**src/rtl/power_mode_pkg.sv**
```systemverilog
package power_mode_pkg;

  // Sizes of the controlled system
  localparam int NUM_BLOCKS = 4;   // Functional blocks with run/idle control
  localparam int RAM_BLOCKS = 2;   // Retainable RAM blocks of 8 kB each
  localparam int PIN_SYNC_W = 6;   // Pins passed through the synchroniser

  // Register byte offsets
  localparam logic [7:0] ADDR_CTRL       = 8'h00;
  localparam logic [7:0] ADDR_RETAIN     = 8'h04;
  localparam logic [7:0] ADDR_OFF_CMD    = 8'h08;
  localparam logic [7:0] ADDR_WAKE_CFG   = 8'h0C;
  localparam logic [7:0] ADDR_STATUS     = 8'h10;
  localparam logic [7:0] ADDR_WAKE_CAUSE = 8'h14;

  // Control register fields
  localparam int CTRL_W            = 5;
  localparam int CTRL_CONST_LAT    = 0;  // 1: constant latency, 0: low power
  localparam int CTRL_HF_XTAL      = 1;  // 1: crystal, 0: RC oscillator
  localparam int CTRL_XTAL_32M     = 2;  // Crystal high frequency option
  localparam int CTRL_BUCK_EN      = 3;  // Buck converter enable
  localparam int CTRL_LDO_ONLY     = 4;  // Linear regulator only supply
  localparam logic [4:0] CTRL_RESET = 5'h00;

  // Other fields and reset values
  localparam int OFF_CMD_BIT       = 0;
  localparam int WAKE_GPIO         = 0;
  localparam int WAKE_COMP         = 1;
  localparam logic [1:0] WAKE_CFG_RESET = 2'h0;
  localparam logic [1:0] RETAIN_RESET   = 2'h0;
  localparam int CAUSE_RESET       = 0;
  localparam int CAUSE_GPIO        = 1;
  localparam int CAUSE_COMP        = 2;
  localparam logic [2:0] CAUSE_AT_RESET = 3'h1;

  // Global power states
  typedef enum logic [3:0] {
    ST_ON    = 4'h1,
    ST_ABORT = 4'h2,
    ST_OFF   = 4'h4,
    ST_WAKE  = 4'h8
  } sys_state_e;

  // Register port request
  typedef struct packed {
    logic [7:0]  addr;
    logic [31:0] wdata;
    logic        wr;
    logic        rd;
  } bus_req_s;

  // Ready levels from the analog resources
  typedef struct packed {
    logic primary;
    logic secondary;
    logic rc;
    logic xtal;
  } res_ready_s;

  // Enables towards the analog resources
  typedef struct packed {
    logic primary;
    logic secondary;
    logic rc;
    logic xtal;
    logic xtal_32m;
  } res_enable_s;

  // Ready of the selected high frequency source
  function automatic logic clk_ready(input res_ready_s r, input logic use_xtal);
    clk_ready = use_xtal ? r.xtal : r.rc;
  endfunction : clk_ready

endpackage : power_mode_pkg

```
**src/rtl/system_power_mode_control.sv**
```systemverilog
// Decided for this implementation: the placing of the registers and the strobed register port.
`timescale 1ns/1ps
// Notes on behaviour
// Off entry: core powered down, tasks aborted
// In off only pin wake responds
// Reset, GPIO or comparator wake to on
// RAM retention chosen per 8 kB block
// Each block runs or idles independently
// Two sleep sub-modes: low power, constant latency
// Low power: resources off when unneeded
// Low power: tasks wait for resources ready
// Constant latency: regulators and clock forced on
// Buck suspended between radio events
// Linear only: buck bypassed and disabled
// Software drops buck at low supply
// Wake restarts core by reset, keeps retention
module system_power_mode_control
  import power_mode_pkg::*;
(
  input  wire logic                          clock,
  input  wire logic                          sys_rst,
  input  wire power_mode_pkg::bus_req_s      bus,
  output logic      [31:0]                   rd_data,
  input  wire logic                          cpu_sleep,
  input  wire logic [power_mode_pkg::NUM_BLOCKS-1:0] blk_need,
  input  wire logic [power_mode_pkg::NUM_BLOCKS-1:0] task_req,
  input  wire logic                          radio_active,
  input  wire logic                          gpio_detect_pin,
  input  wire logic                          comparator_wake_signal,
  input  wire power_mode_pkg::res_ready_s    res_ready_pin,
  output logic                               core_power_on,
  output logic                               core_reset_req,
  output logic                               abort_tasks,
  output logic      [power_mode_pkg::RAM_BLOCKS-1:0] ram_power,
  output logic      [power_mode_pkg::NUM_BLOCKS-1:0] blk_run,
  output logic      [power_mode_pkg::NUM_BLOCKS-1:0] task_grant,
  output power_mode_pkg::res_enable_s        res_enable,
  output logic                               buck_converter_en,
  output logic                               buck_bypass,
  output logic      [1:0]                    wake_detect_en
);

  import power_mode_pkg::*;

  // Synchronised pin levels
  logic [PIN_SYNC_W-1:0] pin_sync;   // GPIO, comparator and ready levels after two flops
  logic                  gpio_s;     // GPIO level detect
  logic                  comp_s;     // Comparator wake detect
  res_ready_s            ready_s;    // Resource ready levels

  // Power state
  sys_state_e            state_q;    // Current global state
  sys_state_e            state_d;    // Next global state
  logic                  sys_on;     // Fully operational state
  logic                  off_cmd;    // Software asks for off
  logic                  wake_gpio;  // Enabled GPIO wake seen
  logic                  wake_comp;  // Enabled comparator wake seen
  logic                  wake_hit;   // Any enabled wake cause

  // Software registers
  logic [CTRL_W-1:0]     ctrl_q;     // Supply and sleep control
  logic [RAM_BLOCKS-1:0] retain_q;   // RAM blocks kept in off
  logic [1:0]            wake_cfg_q; // Wake sources armed in off
  logic [2:0]            cause_q;    // Sticky wake causes
  logic [31:0]           rd_data_q;  // Read data, one cycle late
  logic [31:0]           rd_mux;     // Selected read value
  logic                  reg_wr;     // Write accepted while on
  logic [2:0]            cause_clr;  // Write-one-to-clear mask
  logic [2:0]            cause_set;  // Causes caught this cycle

  // Resource control
  logic                  needed;     // Something requires resources
  logic                  want_res;   // Resources to be enabled
  logic                  use_xtal;   // Crystal chosen as clock source
  logic                  res_ok;     // All needed resources ready
  logic [NUM_BLOCKS-1:0] pending;    // Tasks waiting in the gate
  logic [NUM_BLOCKS-1:0] grant;      // Task start pulses

  // Output flops
  logic                  core_power_q;
  logic                  core_reset_q;
  logic                  abort_q;
  logic [RAM_BLOCKS-1:0] ram_power_q;
  logic [NUM_BLOCKS-1:0] blk_run_q;
  res_enable_s           res_en_q;
  logic                  buck_en_q;
  logic                  bypass_q;
  logic [1:0]            wake_det_q;

  // Outside levels pass two flops before use
  two_flop_sync #(
    .WIDTH (PIN_SYNC_W)
  ) u_pin_sync (
    .clock    (clock),
    .sys_rst  (sys_rst),
    .async_in ({gpio_detect_pin, comparator_wake_signal, res_ready_pin}),
    .sync_out (pin_sync)
  );

  assign gpio_s  = pin_sync[5];
  assign comp_s  = pin_sync[4];
  assign ready_s = res_ready_s'(pin_sync[3:0]);

  // State decode and wake detection
  assign sys_on    = (state_q == ST_ON);
  assign off_cmd   = sys_on && bus.wr && (bus.addr == ADDR_OFF_CMD) && bus.wdata[OFF_CMD_BIT];
  assign wake_gpio = gpio_s && wake_cfg_q[WAKE_GPIO];
  assign wake_comp = comp_s && wake_cfg_q[WAKE_COMP];
  assign wake_hit  = wake_gpio || wake_comp;

  // Global state transitions
  always_comb begin
    state_d = state_q;
    unique case (state_q)
      ST_ON: begin
        // Off request drops the core and kills tasks
        if (off_cmd) begin
          state_d = ST_ABORT;
        end
      end
      ST_ABORT: begin
        state_d = ST_OFF;
      end
      ST_OFF: begin
        // Only an armed pin wake leaves off
        if (wake_hit) begin
          state_d = ST_WAKE;
        end
      end
      ST_WAKE: begin
        // Core restarts through its reset
        state_d = ST_ON;
      end
      default: begin
        state_d = ST_ON;
      end
    endcase
  end

  // State register; reset itself is a wake to on
  always_ff @(posedge clock) begin
    if (sys_rst) begin
      state_q <= ST_ON;
    end else begin
      state_q <= state_d;
    end
  end

  // Register writes are ignored outside the on state
  assign reg_wr = sys_on && bus.wr;

  // Control register
  always_ff @(posedge clock) begin
    if (sys_rst) begin
      ctrl_q <= CTRL_RESET;
    end else if (reg_wr && (bus.addr == ADDR_CTRL)) begin
      ctrl_q <= bus.wdata[CTRL_W-1:0];
    end
  end

  // RAM retention selection, one bit per block
  always_ff @(posedge clock) begin
    if (sys_rst) begin
      retain_q <= RETAIN_RESET;
    end else if (reg_wr && (bus.addr == ADDR_RETAIN)) begin
      retain_q <= bus.wdata[RAM_BLOCKS-1:0];
    end
  end

  // Wake source arming
  always_ff @(posedge clock) begin
    if (sys_rst) begin
      wake_cfg_q <= WAKE_CFG_RESET;
    end else if (reg_wr && (bus.addr == ADDR_WAKE_CFG)) begin
      wake_cfg_q <= bus.wdata[1:0];
    end
  end

  // Sticky wake causes, a new cause beats a clear
  assign cause_clr = (reg_wr && (bus.addr == ADDR_WAKE_CAUSE)) ? bus.wdata[2:0] : 3'h0;
  assign cause_set = (state_q == ST_OFF) ? {wake_comp, wake_gpio, 1'b0} : 3'h0;

  always_ff @(posedge clock) begin
    if (sys_rst) begin
      cause_q <= CAUSE_AT_RESET;
    end else begin
      cause_q <= (cause_q & ~cause_clr) | cause_set;
    end
  end

  // Read multiplexer; unmapped addresses read zero
  always_comb begin
    rd_mux = 32'h0000_0000;
    unique case (bus.addr)
      ADDR_CTRL:       rd_mux[CTRL_W-1:0]     = ctrl_q;
      ADDR_RETAIN:     rd_mux[RAM_BLOCKS-1:0] = retain_q;
      ADDR_WAKE_CFG:   rd_mux[1:0]            = wake_cfg_q;
      ADDR_STATUS:     rd_mux[8:0]            = {res_ok, state_q, ready_s};
      ADDR_WAKE_CAUSE: rd_mux[2:0]            = cause_q;
      default:         rd_mux                 = 32'h0000_0000;
    endcase
  end

  // Read data stand only in the cycle after the strobe
  always_ff @(posedge clock) begin
    if (sys_rst) begin
      rd_data_q <= 32'h0000_0000;
    end else begin
      rd_data_q <= bus.rd ? rd_mux : 32'h0000_0000;
    end
  end

  // Resource demand: awake CPU, a running block or a waiting task
  assign use_xtal = ctrl_q[CTRL_HF_XTAL];
  assign needed   = !cpu_sleep || (|blk_need) || (|pending);
  assign want_res = sys_on && (ctrl_q[CTRL_CONST_LAT] || needed);  // see

  // Tasks start only with regulators and clock running
  assign res_ok = res_en_q.primary && ready_s.primary && ready_s.secondary
                  && clk_ready(ready_s, use_xtal);

  // Regulator and oscillator enables
  always_ff @(posedge clock) begin
    if (sys_rst) begin
      res_en_q <= '0;
    end else begin
      res_en_q.primary   <= want_res;
      res_en_q.secondary <= want_res;
      res_en_q.rc        <= want_res && !use_xtal;
      res_en_q.xtal      <= want_res && use_xtal;
      res_en_q.xtal_32m  <= ctrl_q[CTRL_XTAL_32M];
    end
  end

  // Buck runs only during radio events, never in linear-only supply
  always_ff @(posedge clock) begin
    if (sys_rst) begin
      buck_en_q <= 1'b0;
      bypass_q  <= 1'b1;
    end else begin
      buck_en_q <= sys_on && ctrl_q[CTRL_BUCK_EN] && !ctrl_q[CTRL_LDO_ONLY]
                   && radio_active;                         // see
      bypass_q  <= !(sys_on && ctrl_q[CTRL_BUCK_EN] && !ctrl_q[CTRL_LDO_ONLY]
                   && radio_active);
    end
  end

  // Task gate holds tasks until resources are ready
  task_gate u_task_gate (
    .clock    (clock),
    .sys_rst  (sys_rst),
    .task_req (sys_on ? task_req : '0),
    .res_ok   (res_ok),
    .abort    (!sys_on || off_cmd),
    .pending  (pending),
    .grant    (grant)
  );

  // Per-block run or idle
  always_ff @(posedge clock) begin
    if (sys_rst) begin
      blk_run_q <= '0;
    end else begin
      blk_run_q <= sys_on ? (blk_need | pending) : '0;
    end
  end

  // Core power, abort pulse and core restart
  always_ff @(posedge clock) begin
    if (sys_rst) begin
      core_power_q <= 1'b1;
      abort_q      <= 1'b0;
      core_reset_q <= 1'b1;
    end else begin
      core_power_q <= (state_d == ST_ON) || (state_d == ST_WAKE);
      abort_q      <= (state_d == ST_ABORT);
      core_reset_q <= (state_d == ST_WAKE);
    end
  end

  // RAM supply: all on, only retained blocks in abort and off
  always_ff @(posedge clock) begin
    if (sys_rst) begin
      ram_power_q <= {RAM_BLOCKS{1'b1}};
    end else begin
      ram_power_q <= ((state_d == ST_ABORT) || (state_d == ST_OFF)) ? retain_q
                     : {RAM_BLOCKS{1'b1}};  // see
    end
  end

  // Pin wake detectors armed only in off
  always_ff @(posedge clock) begin
    if (sys_rst) begin
      wake_det_q <= 2'h0;
    end else begin
      wake_det_q <= (state_d == ST_OFF) ? wake_cfg_q : 2'h0;
    end
  end

  assign rd_data           = rd_data_q;
  assign core_power_on     = core_power_q;
  assign core_reset_req    = core_reset_q;
  assign abort_tasks       = abort_q;
  assign ram_power         = ram_power_q;
  assign blk_run           = blk_run_q;
  assign task_grant        = grant;
  assign res_enable        = res_en_q;
  assign buck_converter_en = buck_en_q;
  assign buck_bypass       = bypass_q;
  assign wake_detect_en    = wake_det_q;

  // Abort state drops core power and pulses abort
  property p_off_entry;
    @(posedge clock) disable iff (sys_rst)
    (state_q == ST_ABORT) |-> (abort_tasks && !core_power_on && task_grant == '0);
  endproperty
  a_off_entry: assert property (p_off_entry) else $error("off entry not clean");

  // In off wake detection stays armed; primary regulator, buck and all blocks are off
  property p_off_quiet;
    @(posedge clock) disable iff (sys_rst)
    (state_q == ST_OFF) |-> (wake_detect_en == wake_cfg_q && !res_enable.primary
                             && !buck_converter_en && blk_run == '0);
  endproperty
  a_off_quiet: assert property (p_off_quiet) else $error("activity in off");

  // Armed wake leads to on within two cycles
  property p_wake;
    @(posedge clock) disable iff (sys_rst)
    (state_q == ST_OFF && wake_hit) |=> (state_q == ST_WAKE) ##1 (state_q == ST_ON);
  endproperty
  a_wake: assert property (p_wake) else $error("wake not taken");

  // Only retained RAM blocks powered in off
  property p_retain;
    @(posedge clock) disable iff (sys_rst)
    (state_q == ST_OFF) |-> (ram_power == retain_q);
  endproperty
  a_retain: assert property (p_retain) else $error("retention wrong");

  // Block run follows need of the previous cycle
  property p_blk_run;
    @(posedge clock) disable iff (sys_rst)
    (sys_on) |=> (blk_run == ($past(blk_need) | $past(pending)));
  endproperty
  a_blk_run: assert property (p_blk_run) else $error("block run wrong");

  // Constant latency keeps regulators and one clock on
  property p_const_lat;
    @(posedge clock) disable iff (sys_rst)
    (sys_on && ctrl_q[CTRL_CONST_LAT]) |=>
      (res_enable.primary && res_enable.secondary && (res_enable.rc != res_enable.xtal));
  endproperty
  a_const_lat: assert property (p_const_lat) else $error("base resources off");

  // Low power with nothing needed turns resources off
  property p_low_power;
    @(posedge clock) disable iff (sys_rst)
    (!ctrl_q[CTRL_CONST_LAT] && !needed) |=> (!res_enable.primary && !res_enable.rc);
  endproperty
  a_low_power: assert property (p_low_power) else $error("idle resource on");

  // A task starts only after resources were ready
  property p_task_wait;
    @(posedge clock) disable iff (sys_rst)
    (task_grant != '0) |-> ($past(res_ok) && (($past(pending) & task_grant) == task_grant));
  endproperty
  a_task_wait: assert property (p_task_wait) else $error("task before ready");

  // Buck off between radio events
  property p_buck_idle;
    @(posedge clock) disable iff (sys_rst)
    (!radio_active) |=> (!buck_converter_en && buck_bypass);
  endproperty
  a_buck_idle: assert property (p_buck_idle) else $error("buck on without radio");

  // Linear-only supply keeps buck bypassed
  property p_ldo_only;
    @(posedge clock) disable iff (sys_rst)
    (ctrl_q[CTRL_LDO_ONLY]) |=> (buck_bypass && !buck_converter_en);
  endproperty
  a_ldo_only: assert property (p_ldo_only) else $error("buck on in linear mode");

  // Wake gives one core reset pulse with power on
  property p_wake_reset;
    @(posedge clock) disable iff (sys_rst)
    $rose(state_q == ST_WAKE) |-> (core_reset_req && core_power_on) ##1 !core_reset_req;
  endproperty
  a_wake_reset: assert property (p_wake_reset) else $error("wake reset missing");

endmodule : system_power_mode_control

```
**src/rtl/task_gate.sv**
```systemverilog
`timescale 1ns/1ps
module task_gate
  import power_mode_pkg::*;
(
  input  wire logic                  clock,
  input  wire logic                  sys_rst,
  input  wire logic [NUM_BLOCKS-1:0] task_req,
  input  wire logic                  res_ok,
  input  wire logic                  abort,
  output logic      [NUM_BLOCKS-1:0] pending,
  output logic      [NUM_BLOCKS-1:0] grant
);

  logic [NUM_BLOCKS-1:0] pending_q;  // Tasks waiting for resources
  logic [NUM_BLOCKS-1:0] grant_q;    // One-cycle start pulses
  logic [NUM_BLOCKS-1:0] grant_now;  // Tasks released this cycle

  // Release waiting tasks only once resources are up
  assign grant_now = pending_q & {NUM_BLOCKS{res_ok}};

  // Pending set wins over release; abort clears all
  always_ff @(posedge clock) begin
    if (sys_rst || abort) begin
      pending_q <= '0;
    end else begin
      pending_q <= (pending_q & ~grant_now) | task_req;
    end
  end

  // Start pulse to the block
  always_ff @(posedge clock) begin
    if (sys_rst || abort) begin
      grant_q <= '0;
    end else begin
      grant_q <= grant_now;
    end
  end

  assign pending = pending_q;
  assign grant   = grant_q;

endmodule : task_gate

```
**src/rtl/two_flop_sync.sv**
```systemverilog
`timescale 1ns/1ps
module two_flop_sync #(
  parameter int WIDTH = 1
) (
  input  wire logic             clock,
  input  wire logic             sys_rst,
  input  wire logic [WIDTH-1:0] async_in,
  output logic      [WIDTH-1:0] sync_out
);

  logic [WIDTH-1:0] meta_q;  // First stage, read only by the second
  logic [WIDTH-1:0] sync_q;  // Second stage, safe to use

  // Two flops in a row against metastability
  always_ff @(posedge clock) begin
    if (sys_rst) begin
      meta_q <= '0;
      sync_q <= '0;
    end else begin
      meta_q <= async_in;
      sync_q <= meta_q;
    end
  end

  assign sync_out = sync_q;

endmodule : two_flop_sync

```
**config.mk**
```make
export PLATFORM = sky130hd
export DESIGN_NAME = system_power_mode_control
export DESIGN_NICKNAME = d
export VERILOG_FILES = /design/src/rtl/power_mode_pkg.sv /design/src/rtl/system_power_mode_control.sv /design/src/rtl/task_gate.sv /design/src/rtl/two_flop_sync.sv
export SDC_FILE = /design/constraint.sdc
export NUM_CORES = 1
export LEC_CHECK = 0
export BUFFER_PORTS_ARGS = -buffer_cell sky130_fd_sc_hd__buf_2
export CAP_MARGIN = 5
export CORE_MARGIN = 2
export CORE_UTILIZATION = 46
export CTS_BUF_LIST = sky130_fd_sc_hd__clkbuf_8 sky130_fd_sc_hd__clkbuf_16
export DETAILED_ROUTE_END_ITERATION = 7
export GPL_TIMING_DRIVEN = 0
export PLACE_DENSITY = 0.79
export REMOVE_ABC_BUFFERS = 1
export SLEW_MARGIN = 20
export SYNTH_ARGS = -nofsm -noshare
export SYNTH_HDL_FRONTEND = slang
export SYNTH_HIERARCHICAL = 1
export SYNTH_SLANG_ARGS = --single-unit
```
**constraint.sdc**
```tcl
create_clock -name clock -period 1.9 [get_ports clock]
set_clock_uncertainty 0.1 [all_clocks]
set_input_delay 0.38 -clock clock [delete_from_list [all_inputs] [get_ports clock]]
set_output_delay 0.38 -clock clock [all_outputs]
set_load 0.02 [all_outputs]
```
## Yosys cells after proc, flatten, opt, wreduce, memory -nomap -nowiden

Index checks and enable logic that the tools add are counted.

- Register bits after elaboration: 85
- Latch bits: 0
- Memory bits (writable): 0
- Memory bits (read-only): 0
- Output and inout port bits: 54
- Word-level logic and storage cells: 98
- Memories: 0

- Add/sub/neg operators: 0
- $mul: 0
- Divide/modulo/power cells: 0
- Order comparisons: 0
- Equality and inequality tests: 12
- Shift operators: 0
- Multiplexer cells: 10
- Bitwise logic cells: 13
- Reduce and logical (&&, ||, !) cells: 39

Operators with widths:

| cell | count |
|---|---|
| 1-bit logical AND | 18 |
| 8-bit by 4-bit equality test with 1-bit output, second input constant | 2 |
| 8-bit by 5-bit equality test with 1-bit output, second input constant | 2 |
| 4-bit two-way mux | 3 |
| 4-bit case mux with 3 select lines | 1 |
| 2-bit case mux with 5 select lines | 1 |
| 4-bit AND | 2 |
| 4-bit by 1-bit equality test with 1-bit output, second input constant | 2 |
| 4-bit by 2-bit equality test with 1-bit output, second input constant | 2 |
| 4-bit by 3-bit equality test with 1-bit output, second input constant | 2 |
| 8-bit by 3-bit equality test with 1-bit output, second input constant | 1 |
| 8-bit zero test | 1 |
| 1-bit logical OR | 8 |
| 4-bit bitwise OR | 2 |
| 2-bit OR reduction | 4 |
| 4-bit OR reduction | 2 |
| 3-bit two-way mux | 2 |
| 1-bit zero test | 5 |
| 1-bit inverter | 5 |
| 4-bit equality test, second input constant | 1 |
| 4-bit inverter | 1 |
| 2-bit case mux with 2 select lines | 1 |
| 3-bit AND | 1 |
| 3-bit inverter | 1 |
| other kinds (4) | 4 |

## Longest topological paths before layout

Gate-level depths: netlist of the first run.

- Depth in word-level cells: 10
- Mapped depth: 6

## By module

Netlist of the first run, hierarchy kept.

Modules (own cells, without submodules):

| module | times used | cells each | area an instance (µm²) | seq. area each (µm²) |
|---|---|---|---|---|
| system_power_mode_control | 1 | 195 | 1883.1 | 840.8 |
| two_flop_sync | 1 | 25 | 366.6 | 240.2 |
| task_gate | 1 | 21 | 251.5 | 160.2 |

## Least setup slack after synthesis of the first run

OpenSTA, ideal clock, no wires.

- Kind: input to register
- Start: input bus[36] (netlist bit)
- End: register u_task_gate.grant_q[0] (netlist: u_task_gate/grant[0])
- Setup time: 0.116 ns
- Data arrival time: 1.421 ns
- Data required time: 1.684 ns
- Setup slack: 0.263 ns
- Stages: 6
- Path through: buf_2 nor4bb_1 and4_1 nand2b_1 nor2_4 and3_1

- Longest elaborated chain between the ends: 5

Ends and longest elaborated chain:

| what | line | RTL |
|---|---|---|
| from (decl) | system_power_mode_control.sv:22 | `input wire power_mode_pkg::bus_req_s bus,` |
| 8-bit by 4-bit equality test with 1-bit output | system_power_mode_control.sv:106 | `assign off_cmd = sys_on && bus.wr && (bus.addr == ADDR_OFF_CMD) && bus.wdata[OFF_CMD_BIT];` |
| 1-bit logical AND (2 in series) | system_power_mode_control.sv:106 |  |
| 1-bit logical OR | system_power_mode_control.sv:254 | `.abort (!sys_on \|\| off_cmd),` |
| 1-bit logical OR | task_gate.sv:32 | `if (sys_rst \|\| abort) begin` |
| to (signal assigned) | task_gate.sv:35 | `grant_q <= grant_now;` |
| to (decl) | task_gate.sv:15 | `logic [NUM_BLOCKS-1:0] grant_q;` |

Every way passes these cells.
A chain may end at the register's enable or synchronous reset.

## Final worst setup path of the first run

- Start: register state_q[0]
- End: register ctrl_q[2]

- Longest elaborated chain between the ends: 3

Ends and longest elaborated chain:

| what | line | RTL |
|---|---|---|
| from (decl) | system_power_mode_control.sv:52 | `sys_state_e state_q;` |
| from (signal assigned) | system_power_mode_control.sv:145 | `state_q <= state_d;` |
| 4-bit by 1-bit equality test with 1-bit output | system_power_mode_control.sv:105 | `assign sys_on = (state_q == ST_ON);` |
| 1-bit logical AND | system_power_mode_control.sv:150 | `assign reg_wr = sys_on && bus.wr;` |
| 1-bit logical AND | system_power_mode_control.sv:156 | `end else if (reg_wr && (bus.addr == ADDR_CTRL)) begin` |
| to (signal assigned) | system_power_mode_control.sv:157 | `ctrl_q <= bus.wdata[CTRL_W-1:0];` |
| to (decl) | system_power_mode_control.sv:61 | `logic [CTRL_W-1:0] ctrl_q;` |

Every way passes these cells.

==> results of run 1 <==
sequential cells by signal, indices dropped and copies added (netlist names), 2 cells and up:
signal and flops:
rd_data 9, u_pin_sync/meta_q 6, u_pin_sync/sync_out 6, ctrl_q 5, blk_run 4, res_enable 4
state_q 4, u_task_gate/grant 4, u_task_gate/pending 4, cause_q 3, ram_power 2, retain_q 2
wake_cfg_q 2, wake_detect_en 2
layer usage:
metal,vias to the layer above,part of all wire [%]
met3,6,8.1
met4,0,1.1
li1,913,-
met5,-,0
met2,69,47
met1,824,44
stage by stage:
step,area [um2],TNS (ps),setup slack [ps]
3_5_place_dp,2760,-4480,-225
6_report,2960,0,135
4_1_cts,2960,0,123
5_1_grt,2960,0,21.4
3_3_place_gp,2760,-4060,-202
2_1_floorplan,2360,0,106
critical path: cells and delay by family, from the launching register on:
kind	cells	cell delay (ps)
DFF	1	440
muxes	1	350
and+or+nand+nor	2	760
power groups by stage:
stage	clock, mW	sequential [mW]	combinational, mW
after floorplan	0	1.38	0.104
after global placement	0	1.37	0.192
after detailed placement	0	1.37	0.195
after CTS	1.08	1.34	0.196
after global routing	1.15	1.34	0.213
final	1.05	1.34	0.196
cells in the mapped netlist (2+ instances only):
cell type                   n  area [um2]
sky130_fd_sc_hd__dfxtp_1   62        1240
sky130_fd_sc_hd__buf_4     25         188
sky130_fd_sc_hd__nand2_1   16        60.1
sky130_fd_sc_hd__nor2_1    14        52.6
sky130_fd_sc_hd__mux2i_1   12         120
sky130_fd_sc_hd__nor2b_1    9        56.3
sky130_fd_sc_hd__and2_1     8        50.1
sky130_fd_sc_hd__nor2b_2    8        70.1
sky130_fd_sc_hd__inv_1      7        26.3
sky130_fd_sc_hd__nor3_1     7        35.0
sky130_fd_sc_hd__and3_1     6        37.5
sky130_fd_sc_hd__o21a_1     6        45.0
sky130_fd_sc_hd__and4_1     5        43.8
sky130_fd_sc_hd__nand3_1    5        25.0
sky130_fd_sc_hd__a31oi_1    3        18.8
sky130_fd_sc_hd__nand2b_1   3        18.8
sky130_fd_sc_hd__nand4_1    3        18.8
sky130_fd_sc_hd__nor4b_2    3        45.0
sky130_fd_sc_hd__a311oi_1   2        17.5
sky130_fd_sc_hd__and2b_2    2        17.5
sky130_fd_sc_hd__buf_2      2        10.0
sky130_fd_sc_hd__buf_6      2        22.5
sky130_fd_sc_hd__clkbuf_1   2        7.51
sky130_fd_sc_hd__mux4_2     2        45.0
sky130_fd_sc_hd__nor2b_4    2        27.5
sky130_fd_sc_hd__nor3b_1    2        15.0
sky130_fd_sc_hd__nor4_1     2        12.5
sky130_fd_sc_hd__o211ai_1   2        15.0
sky130_fd_sc_hd__o21ai_0    2        10.0
sky130_fd_sc_hd__o22ai_1    2        12.5
sky130_fd_sc_hd__or3_1      2        12.5
cell type report:
class                   count  area, um2
clock buffers               9        124
multi-input cells         162       1080
fillers                   465       2220
flip-flops and latches     62       1240
clock inverters             7       57.6
inverters                   8       30.0
repair buffers             65        330
well taps                  70       87.6
logic make-up (layout without fill, tap and decap cells):
group | after synthesis | after routing
simple gates | 104 | 104
buf+inv | 39 | 89
mux | 15 | 15
flops | 62 | 62
compound gates | 20 | 20
other cells | 1 | 23
path summary, 6_finish.rpt:
| check | start | end | slack (ps) | depth (start not counted) |
|---|---|---|---|---|
| setup / recovery | state_q[0] | ctrl_q[2] | 130 | 3 |
| hold / removal | bus[4] | cause_q[2] | 160 | 2 |
| setup reg to reg | state_q[0] | ctrl_q[2] | 130 | 3 |
| hold reg to reg | u_pin_sync/meta_q[0] | u_pin_sync/sync_out[0] | 340 | 1 |
timing repair:
item / in CTS / in global routing
hold buffers: 0 / 0
buffers inserted: 2 / 0
gates resized for setup: 0 / 0
endpoints found under the setup margin: 13 / 0
==> results by group, run 1 <==
Run status
  • Run status: complete, no violations

STA
  • Fin. Hold Viols: 0
  • Shortest period the worst path allows: 1770 ps
  • Slew of the pin with the lowest slew margin: 615 ps
  • Count of endpoints failing setup in the final report: 0
  • Worst max-slew margin expressed relative to the limit: 59.0%
  • Setup repair after global routing missed its margin: false
  • Part of the cycle the worst path needs: 92.9%
  • Number of pins with negative max-slew slack in the final report: 0
  • Hold Worst Slack: 156 ps
  • Highest clock frequency the design can meet: 0.567 GHz

Clock network
  • Clock sinks: 62
  • Clock latency at the later pin of the worst-skew pair: 330 ps
  • Clock buffer count from CTS: 9
  • CTS max path bufs: 2
  • Clock tree from TritonCTS: built
  • Cell at the root of the clock tree: sky130_fd_sc_hd__clkbuf_8
  • Number of levels the H-tree was split into: 3
  • Clock transition time at the flip-flop clock pins of the worst setup and hold paths: 60 ps

Synth
  • Primary FF master, synth: sky130_fd_sc_hd__dfxtp_1
  • Sequential fraction of the synthesis area: 49.6%
  • Combinational family with the most area after synthesis: simple AND/OR/NAND/NOR gates
  • Area share of xor/xnor cells in the synthesized design: 0%
  • Area share of fa/ha/maj cells after synthesis: 0%
  • Number of warnings printed during yosys synthesis: 6
  • Post-synth EDFFs: 0
  • Cell count after synthesis: 241
  • Multiplexer share of the synthesized area: 7.05%
  • Share of synthesized flip-flops with an asynchronous set or reset: 0%
  • Total standard cell area after synthesis: 0.00250 mm2
  • Synth Register Bits: 62
  • Post-synthesis cell type count: 44
  • Mean cell area of the mapped netlist: 10.4 um2
  • Compound-cell area share of the yosys netlist: 5.60%
  • Basic-gate share of the synthesized area counting and, or, nand and nor cells: 27.3%

Job
  • Number of max-capacitance violations reported: 0

Final layout
  • Most common cell after layout, fill and taps aside: sky130_fd_sc_hd__buf_2
  • Post-Layout Cell Count: 383
  • Area added between synthesis and finish: 18.2%
  • Nets@finish: 368
  • Post-layout utilization of the core: 57.1%
  • Most used cells in the layout excluding fill and tap cells: 63 x sky130_fd_sc_hd__buf_2, 62 x sky130_fd_sc_hd__dfxtp_1, 23 x sky130_fd_sc_hd__conb_1
  • Fraction of final layout cells sized beyond drive strength 1: 31.9%
  • Antenna diode count: 0

Placement
  • Final weighted congestion in routability-driven placement: 0.822
  • HPWL after detailed placement: 3470 um
  • DP Cell Count: 365
  • Port Buffers: 63

Power and ir drop
  • Total power divided by cell area: 876 mW/mm2
  • Cell-internal power: 1.99 mW
  • Clock share of power: 40.6%
  • Static leakage: 1.32 nW
  • Switching power total: 605 uW
  • Relative contribution of sequential cells to total power: 51.8%
  • PnR Total Power: 2.59 mW
  • IR drop worst, VDD: 0.000587 V
  • Proportion of power drawn by combinational gates: 7.6%
  • Switching share of power: 23.4%

Global routing
  • Grt met1 use: 20.8%
  • Routing layer with the top usage in global route: met2
  • Global routing met3 resource utilization: 6.28%
  • First-pass GRT wire length: 7690 um
  • Maximum number of pins on one net before global-route repair: 26
  • Vias in the first global route: 1671
  • Congestion Overflow GR: 0
  • Aggregate global-route resource usage: 16.4%
  • Initial antenna violation count: 0
  • Global routing usage on met2: 24.5%

Route
  • Final WL: 4740 um
  • Post-route DRC: 0
  • Antenna-violating nets left: 0
  • Average vias per placed instance: 4.73
  • Average wire per standard cell: 12.4 um
  • Initial detailed-routing violation count: 125
  • 1st-pass router iterations: 4
  • DR vias: 1812

Hold path
  • Kind of path behind the tightest hold check: in -> reg

Worst setup path
  • Cell-by-cell listing of the critical path: nor4b_4 -> and4_1 -> mux2_1
  • Type of the worst setup path: reg -> reg
  • Type of element capturing the critical path: register
  • Highest-delay cell along the critical path: sky130_fd_sc_hd__and4_1
  • Worst-path maximum fanout: 5
  • Critical path launch point type: register
  • WP data required: 2020 ps
  • Data arrival time at the worst-slack endpoint: 1880 ps
  • Largest stage delay, worst path: 450 ps

Floorplan
  • I/O pin count: 114
  • Vertical extent of the die: 77.7 um
  • Core Box Area: 0.00517 mm2
  • Area of the die: 0.00604 mm2
  • Initial Util: 48.4%
  • Horiz. Die Dim: 77.7 um
  • Standard-cell rows: 26
Note: power is estimated with default switching activity, not from simulation.
==> inputs of run 2 (changes only) <==
--- a/config.mk
+++ b/config.mk
@@ -5,11 +5,10 @@
 export SDC_FILE = /design/constraint.sdc
 export NUM_CORES = 1
 export LEC_CHECK = 0
-export BUFFER_PORTS_ARGS = -buffer_cell sky130_fd_sc_hd__buf_2
+export BUFFER_PORTS_ARGS = -buffer_cell sky130_fd_sc_hd__clkbuf_2
 export CAP_MARGIN = 5
 export CORE_MARGIN = 2
 export CORE_UTILIZATION = 46
-export CTS_BUF_LIST = sky130_fd_sc_hd__clkbuf_8 sky130_fd_sc_hd__clkbuf_16
 export DETAILED_ROUTE_END_ITERATION = 7
 export GPL_TIMING_DRIVEN = 0
 export PLACE_DENSITY = 0.79
==> run 2 against run 1 <==
Total power shrank 1.4%. Die area is the same. Register-to-register slack lost 40 ps. Via count grew 1.5%. Combinational power is essentially flat. Clock power shrank 4%. Maximum frequency shrank 2.1%. Sequential share of layout area grew 0.053 points. Hold slack lost 4.9 ps. Core utilization shrank 0.072 points. Non-clock buffer count is the same. Critical path type unchanged.
==> results by group, run 2 (synthesis results as in run 1) <==
Final layout
  • Fraction of final layout cells sized beyond drive strength 1: 32.2% (+0.21 points)
  • Multi-input logic area: 0.00108 mm2 (unchanged)
  • Area added between synthesis and finish: 18.0%
  • Most common cell after layout, fill and taps aside: sky130_fd_sc_hd__clkbuf_2
  • Layout fillers: 467 (+0.43%)
  • Antenna diode count: 0 (unchanged)
  • Nets@finish: 368 (unchanged)
  • FF+latch area: 0.00124 mm2 (unchanged)
  • Most used cells in the layout excluding fill and tap cells: 63 x sky130_fd_sc_hd__clkbuf_2, 62 x sky130_fd_sc_hd__dfxtp_1, 23 x sky130_fd_sc_hd__conb_1
  • Number of flip-flops under the largest register name: 9 (unchanged)

Route
  • DR vias: 1840 (+1.5%)
  • Average vias per placed instance: 4.83 (+2.1%)
  • Initial detailed-routing violation count: 158 (+26%)
  • Average wire per standard cell: 12.6 um (+1.5%)
  • Antenna-violating nets left: 0 (unchanged)
  • 1st-pass router iterations: 4 (unchanged)
  • Final WL: 4790 um (+1.0%)
  • Post-route DRC: 0 (unchanged)

Floorplan
  • I/O pin count: 114 (unchanged)
  • Horiz. Die Dim: 77.7 um (unchanged)
  • Core Box Area: 0.00517 mm2 (unchanged)
  • Area of the die: 0.00604 mm2 (unchanged)
  • Initial Util: 48.4% (unchanged)
  • Standard-cell rows: 26 (unchanged)
  • Vertical extent of the die: 77.7 um (unchanged)

Worst setup path
  • Type of the worst setup path: reg -> reg
  • Type of element capturing the critical path: register
  • Top cell family by delay on the critical path: simple AND/OR/NAND/NOR gates
  • Crit Reg-Reg Endpoint: ctrl_q[2]
  • End point of the critical path: ctrl_q[2]
  • Worst-path maximum fanout: 5 (unchanged)
  • Highest-delay cell along the critical path: sky130_fd_sc_hd__dfxtp_1
  • Start of the worst register-to-register path: state_q[0]
  • Critical path launch point: state_q[0]
  • Cell-by-cell listing of the critical path: nor4b_4 -> and4_1 -> mux2_1
  • Largest stage delay, worst path: 450 ps (about the same)
  • Flop-to-flop setup slack: 100 ps (-40 ps)
  • Critical path launch point type: register
  • Data arrival time at the worst-slack endpoint: 1920 ps (+40 ps)
  • Buf/Inv on CP: 0 (unchanged)
  • Cell depth of the worst setup path: 3 (unchanged)
  • Length in cells of the worst reg-to-reg path: 3 (unchanged)
  • WP data required: 2020 ps (about the same)

STA
  • Shortest period the worst path allows: 1800 ps (+37.0 ps)
  • Hold Worst Slack: 152 ps (-4.90 ps)
  • Setup ws final: 97.9 ps (-37.0 ps)
  • Number of pins with negative max-slew slack in the final report: 0 (unchanged)
  • Count of endpoints failing setup in the final report: 0 (unchanged)
  • Setup repair after global routing missed its margin: false
  • Highest clock frequency the design can meet: 0.555 GHz (-2.1%)
  • Part of the cycle the worst path needs: 94.8% (+1.9 points)
  • Slew of the pin with the lowest slew margin: 715 ps (+99.8 ps)
  • Worst max-slew margin expressed relative to the limit: 52.3% (-6.7 points)
  • Fin. Hold Viols: 0 (unchanged)
  • Post-Route Setup TNS: 0 ps (unchanged)

Clock network
  • CTS max path bufs: 2 (unchanged)
  • Number of levels the H-tree was split into: 3 (unchanged)
  • Clock transition time at the flip-flop clock pins of the worst setup and hold paths: 60 ps (about the same)
  • Clock tree from TritonCTS: built
  • Cell at the root of the clock tree: sky130_fd_sc_hd__clkbuf_8
  • Clock sinks: 62 (unchanged)
  • Clock buffer count from CTS: 9 (unchanged)
  • Clock latency at the later pin of the worst-skew pair: 330 ps (about the same)

Run status
  • Run status: complete, no violations

Power and ir drop
  • Cell-internal power: 1.96 mW (-1.1%)
  • Static leakage: 1.30 nW (-1.6%)
  • Switching power total: 591 uW (-2.3%)
  • Proportion of power drawn by combinational gates: 7.8% (+0.2 points)
  • IR drop worst, VDD: 0.000445 V (-24%)
  • Relative contribution of sequential cells to total power: 52.5% (+0.7 points)
  • Clock share of power: 39.7% (-0.9 points)
  • Switching share of power: 23.1% (-0.21 points)
  • Total power divided by cell area: 865 mW/mm2 (-1.3%)

Global routing
  • Initial antenna violation count: 0 (unchanged)
  • Aggregate global-route resource usage: 16.4% (+0.032 points)
  • First-pass GRT wire length: 7570 um (-1.6%)
  • Maximum number of pins on one net before global-route repair: 26 (unchanged)
  • Congestion Overflow GR: 0 (unchanged)
  • Vias in the first global route: 1595 (-4.5%)

Placement
  • HPWL after detailed placement: 3500 um (+0.93%)
  • Final weighted congestion in routability-driven placement: 0.808 (-1.7%)
  • Port Buffers: 63 (unchanged)
  • Pre-CTS setup slack: -296 ps (-70.7 ps)

Hold path
  • Kind of path behind the tightest hold check: in -> reg

Job
  • Number of max-capacitance violations reported: 0 (unchanged)
==> run 2: changes by cell type in the layout (fill, tap and decap cells not counted), sizes merged <==
cell,before,now
bufinv,1,0
clkinv,5,1
clkbuf,9,76
buf,65,2
clkinvlp,0,1
inv,9,7
==> run 2: worst reg2reg max path, cell delays in order, from the launching register on <==
cell	delay [ps]
sky130_fd_sc_hd__dfxtp_1	450
sky130_fd_sc_hd__nor4b_4	340
sky130_fd_sc_hd__and4_1	450
sky130_fd_sc_hd__mux2_1	350
==> run 2: final cells by class <==
type | count | share of cell area (%)
Sequential cell | 62 | 42.1
Multi-Input combinational cell | 162 | 36.8
Timing Repair Buffer | 65 | 11.2
Clock buffer | 13 | 5.72
Tap cell | 70 | 2.97
Inverter | 8 | 1.14
Clock inverter | 1 | 0.170
==> run 2: per-stage QoR <==
step | total power [mW] | area [um2] | util (%) | cells
detailed placement | 1.57 | 2760 | 53.3 | 365
floorplan | 1.48 | 2360 | - | 232
global route | 2.66 | 2950 | 57.1 | 381
global placement | 1.56 | 2760 | 53.3 | 365
finish | 2.55 | 2950 | 57.1 | 381
CTS | 2.58 | 2950 | 57.0 | 381
==> run 2: worst min path at each step <==
stage                                      start                      to  slack, ps  cells past startpoint
final                           res_ready_pin[1]    u_pin_sync/meta_q[1]        150                      2
after global routing      comparator_wake_signal    u_pin_sync/meta_q[4]        160                      2
after CTS                 comparator_wake_signal    u_pin_sync/meta_q[4]        140                      2
after detailed placement    u_pin_sync/meta_q[1]  u_pin_sync/sync_out[1]        320                      1
after global placement      u_pin_sync/meta_q[3]  u_pin_sync/sync_out[3]        320                      1
after floorplan             u_pin_sync/meta_q[0]  u_pin_sync/sync_out[0]        310                      1
==> run 2: layer usage <==
| layer | track usage (%) | part of all wire [%] |
|---|---|---|
| met1 | 21.4 | 43 |
| met2 | 24.2 | 47 |
| met4 | 8.04 | 2.1 |
| met5 | 0 | 0 |
| met3 | 5.58 | 8.0 |
==> run 2: power by group through the flow <==
stage / sequential [mW] / combinational, mW / clock (mW)
2_1_floorplan: 1.38 / 0.104 / 0
3_3_place_gp: 1.37 / 0.191 / 0
3_5_place_dp: 1.37 / 0.196 / 0
4_1_cts: 1.34 / 0.197 / 1.04
5_1_grt: 1.34 / 0.216 / 1.10
6_report: 1.34 / 0.198 / 1.01
==> run 2: timing repair <==
action / in CTS / in global routing
setup endpoints to repair: 13 / 19
hold buffers: 0 / 0
gates resized for setup: 0 / 1
buffers inserted: 2 / 0
==> inputs of run 3 (changes only) <==
--- a/config.mk
+++ b/config.mk
@@ -8,10 +8,10 @@
 export BUFFER_PORTS_ARGS = -buffer_cell sky130_fd_sc_hd__clkbuf_2
 export CAP_MARGIN = 5
 export CORE_MARGIN = 2
-export CORE_UTILIZATION = 46
+export CORE_UTILIZATION = 42
 export DETAILED_ROUTE_END_ITERATION = 7
 export GPL_TIMING_DRIVEN = 0
-export PLACE_DENSITY = 0.79
+export PLACE_DENSITY = 0.76
 export REMOVE_ABC_BUFFERS = 1
 export SLEW_MARGIN = 20
 export SYNTH_ARGS = -nofsm -noshare
==> constraint.sdc (replaced) <==
create_clock -name clock -period 1.6 [get_ports clock]
set_clock_uncertainty 0.1 [all_clocks]
set_input_delay 0.32 -clock clock [delete_from_list [all_inputs] [get_ports clock]]
set_output_delay 0.32 -clock clock [all_outputs]
set_load 0.02 [all_outputs]
==> run 3 against run 2 <==
The run now ends with setup timing left. Clock power up 19%. First-iteration DRC count is 28% lower. Via count up 0.43%. Critical endpoint is now u_task_gate/grant[3]. Total power grew 19%.
==> results by group, run 3 (synthesis results as in run 1) <==
Run status
  • Run status: finished with violations
  • Violations in the final reports: setup timing

Final layout
  • Antenna diode count: 0 (unchanged)
  • Most used cells in the layout excluding fill and tap cells: 62 x sky130_fd_sc_hd__clkbuf_2, 59 x sky130_fd_sc_hd__dfxtp_1, 23 x sky130_fd_sc_hd__conb_1
  • Fraction of final layout cells sized beyond drive strength 1: 36.4% (+4.2 points)
  • Post-Layout Inst Area: 0.00306 mm2 (+3.6%)
  • Number of flip-flops under the largest register name: 9 (unchanged)
  • Nets@finish: 376 (+2.2%)
  • Post-layout utilization of the core: 52.2% (-4.8 points)
  • Area added between synthesis and finish: 22.2%
  • Layout fillers: 536 (+15%)
  • Most common cell after layout, fill and taps aside: sky130_fd_sc_hd__clkbuf_2

Route
  • DR vias: 1848 (+0.43%)
  • Final WL: 5000 um (+4.4%)
  • Average vias per placed instance: 4.69 (-2.9%)
  • Initial detailed-routing violation count: 114 (-28%)
  • Post-route DRC: 0 (unchanged)
  • 1st-pass router iterations: 4 (unchanged)
  • Average wire per standard cell: 12.7 um (+1.0%)
  • Antenna-violating nets left: 0 (unchanged)

Global routing
  • Global routing met3 resource utilization: 5.56% (-0.026 points)
  • Routing layer with the top usage in global route: met2
  • Vias in the first global route: 1681 (+5.4%)
  • Global routing usage on met2: 25.0% (+0.82 points)
  • Aggregate global-route resource usage: 15.8% (-0.58 points)
  • Grt met1 use: 19.6% (-1.8 points)
  • Maximum number of pins on one net before global-route repair: 26 (unchanged)
  • First-pass GRT wire length: 7760 um (+2.5%)
  • Initial antenna violation count: 0 (unchanged)
  • Congestion Overflow GR: 0 (unchanged)

Hold path
  • Kind of path behind the tightest hold check: in -> reg
  • Hold Startpoint: comparator_wake_signal

STA
  • Highest clock frequency the design can meet: 0.601 GHz (+8.3%)
  • Shortest period the worst path allows: 1660 ps (-138 ps)
  • Post-Route Setup TNS: -240 ps (-240 ps)
  • Slew of the pin with the lowest slew margin: 641 ps (-73.5 ps)
  • Part of the cycle the worst path needs: 104% (+9.2 points)
  • Fin. Hold Viols: 0 (unchanged)
  • Setup ws final: -64.3 ps (-162 ps)
  • Hold Worst Slack: 106 ps (-46.0 ps)
  • Setup repair after global routing missed its margin: true
  • Number of pins with negative max-slew slack in the final report: 0 (unchanged)
  • Count of endpoints failing setup in the final report: 7 (+7)
  • Worst max-slew margin expressed relative to the limit: 57.2% (+4.9 points)

Floorplan
  • Initial Util: 42.8% (-5.6 points)
  • Core Box Area: 0.00585 mm2 (+13%)
  • Vertical extent of the die: 81.2 um (+4.4%)
  • Standard-cell rows: 28 (+7.7%)
  • Area of the die: 0.00659 mm2 (+9.0%)
  • Horiz. Die Dim: 81.2 um (+4.4%)
  • I/O pin count: 114 (unchanged)

Worst setup path
  • Start of the worst register-to-register path: state_q[2]
  • Critical path launch point type: register
  • WP data required: 1720 ps (-300 ps)
  • Highest-delay cell along the critical path: sky130_fd_sc_hd__dfxtp_4
  • Cell-by-cell listing of the critical path: nor4b_4 -> buf_4 -> and4_4 -> nand2b_4 -> nor2_4 -> and3_1
  • Type of element capturing the critical path: register
  • Type of the worst setup path: reg -> reg
  • Worst-path maximum fanout: 8 (+3)
  • Data arrival time at the worst-slack endpoint: 1780 ps (-140 ps)
  • Top cell family by delay on the critical path: simple AND/OR/NAND/NOR gates
  • Critical path launch point: state_q[2]
  • Buf/Inv on CP: 1 (+1)
  • Largest stage delay, worst path: 350 ps (-100 ps)

Placement
  • Area of placed instances: 0.00277 mm2 (+0.23%)
  • Port Buffers: 63 (unchanged)
  • Final weighted congestion in routability-driven placement: 0.818 (+1.3%)
  • HPWL after detailed placement: 3590 um (+2.7%)

Clock network
  • Clock sinks: 62 (unchanged)
  • Cell at the root of the clock tree: sky130_fd_sc_hd__clkbuf_8
  • Number of levels the H-tree was split into: 3 (unchanged)
  • Clock latency at the later pin of the worst-skew pair: 320 ps (about the same)
  • Clock tree from TritonCTS: built
  • Clock buffer count from CTS: 9 (unchanged)
  • CTS max path bufs: 2 (unchanged)
  • Clock transition time at the flip-flop clock pins of the worst setup and hold paths: 60 ps (about the same)

Power and ir drop
  • Static leakage: 1.35 nW (+3.8%)
  • IR drop worst, VDD: 0.000497 V (+12%)
  • Total power divided by cell area: 993 mW/mm2 (+15%)

Job
  • Number of max-capacitance violations reported: 0 (unchanged)
[run 3: cell types whose count changed in the layout (fill, tap and decap cells not counted), sizes merged]
| cell | delta |
|---|---|
| buf | +9 |
| clkinvlp | -1 |
| clkinv | +1 |
| clkbuf | -1 |
[run 3: layer usage]
layer | wire length (um) | share of wire (%)
met1 | 2240 | 45
met2 | 2390 | 48
met3 | 298 | 6.0
met4 | 69 | 1.4
met5 | 0 | 0
[run 3: timing repair]
item / 4_1_cts / 5_1_grt
pin swaps: 7 / 1
hold buffers: 0 / 0
gates resized for setup: 10 / 6
buffers inserted: 7 / 5
setup endpoints to repair: 37 / 23
[run 3: layout make-up]
| class | instances | area (um2) | share of cell area, % |
|---|---|---|---|
| Multi-Input combinational cell | 162 | 1120 | 36.5 |
| Clock buffer | 13 | 169 | 5.53 |
| Sequential cell | 62 | 1250 | 40.8 |
| Timing Repair Buffer | 73 | 394 | 12.9 |
| Inverter | 8 | 31.3 | 1.02 |
| Tap cell | 75 | 93.8 | 3.07 |
| Clock inverter | 1 | 5.00 | 0.164 |
[run 3: worst paths after layout]
kind                            endpoint  slack (ps)  cells past startpoint
setup / recovery    u_task_gate/grant[3]         -60                      6
hold / removal      u_pin_sync/meta_q[4]         110                      2
setup reg to reg    u_task_gate/grant[3]         -60                      6
hold reg to reg   u_pin_sync/sync_out[4]         340                      1
[run 3: stage by stage]
stage	worst slack [ps]	cells	power (mW)
3_3_place_gp	-538	370	1.85
4_1_cts	-46.2	390	3.06
3_5_place_dp	-563	370	1.86
6_report	-64.3	394	3.03
5_1_grt	-120	394	3.17
2_1_floorplan	-194	232	1.76
[run 3: report_power, final]
| group | total, mW | internal (mW) | switching [mW] |
|---|---|---|---|
| clock network | 1.20 | 0.670 | 0.534 |
| logic | 0.239 | 0.0862 | 0.153 |
| registers | 1.59 | 1.58 | 0.0162 |
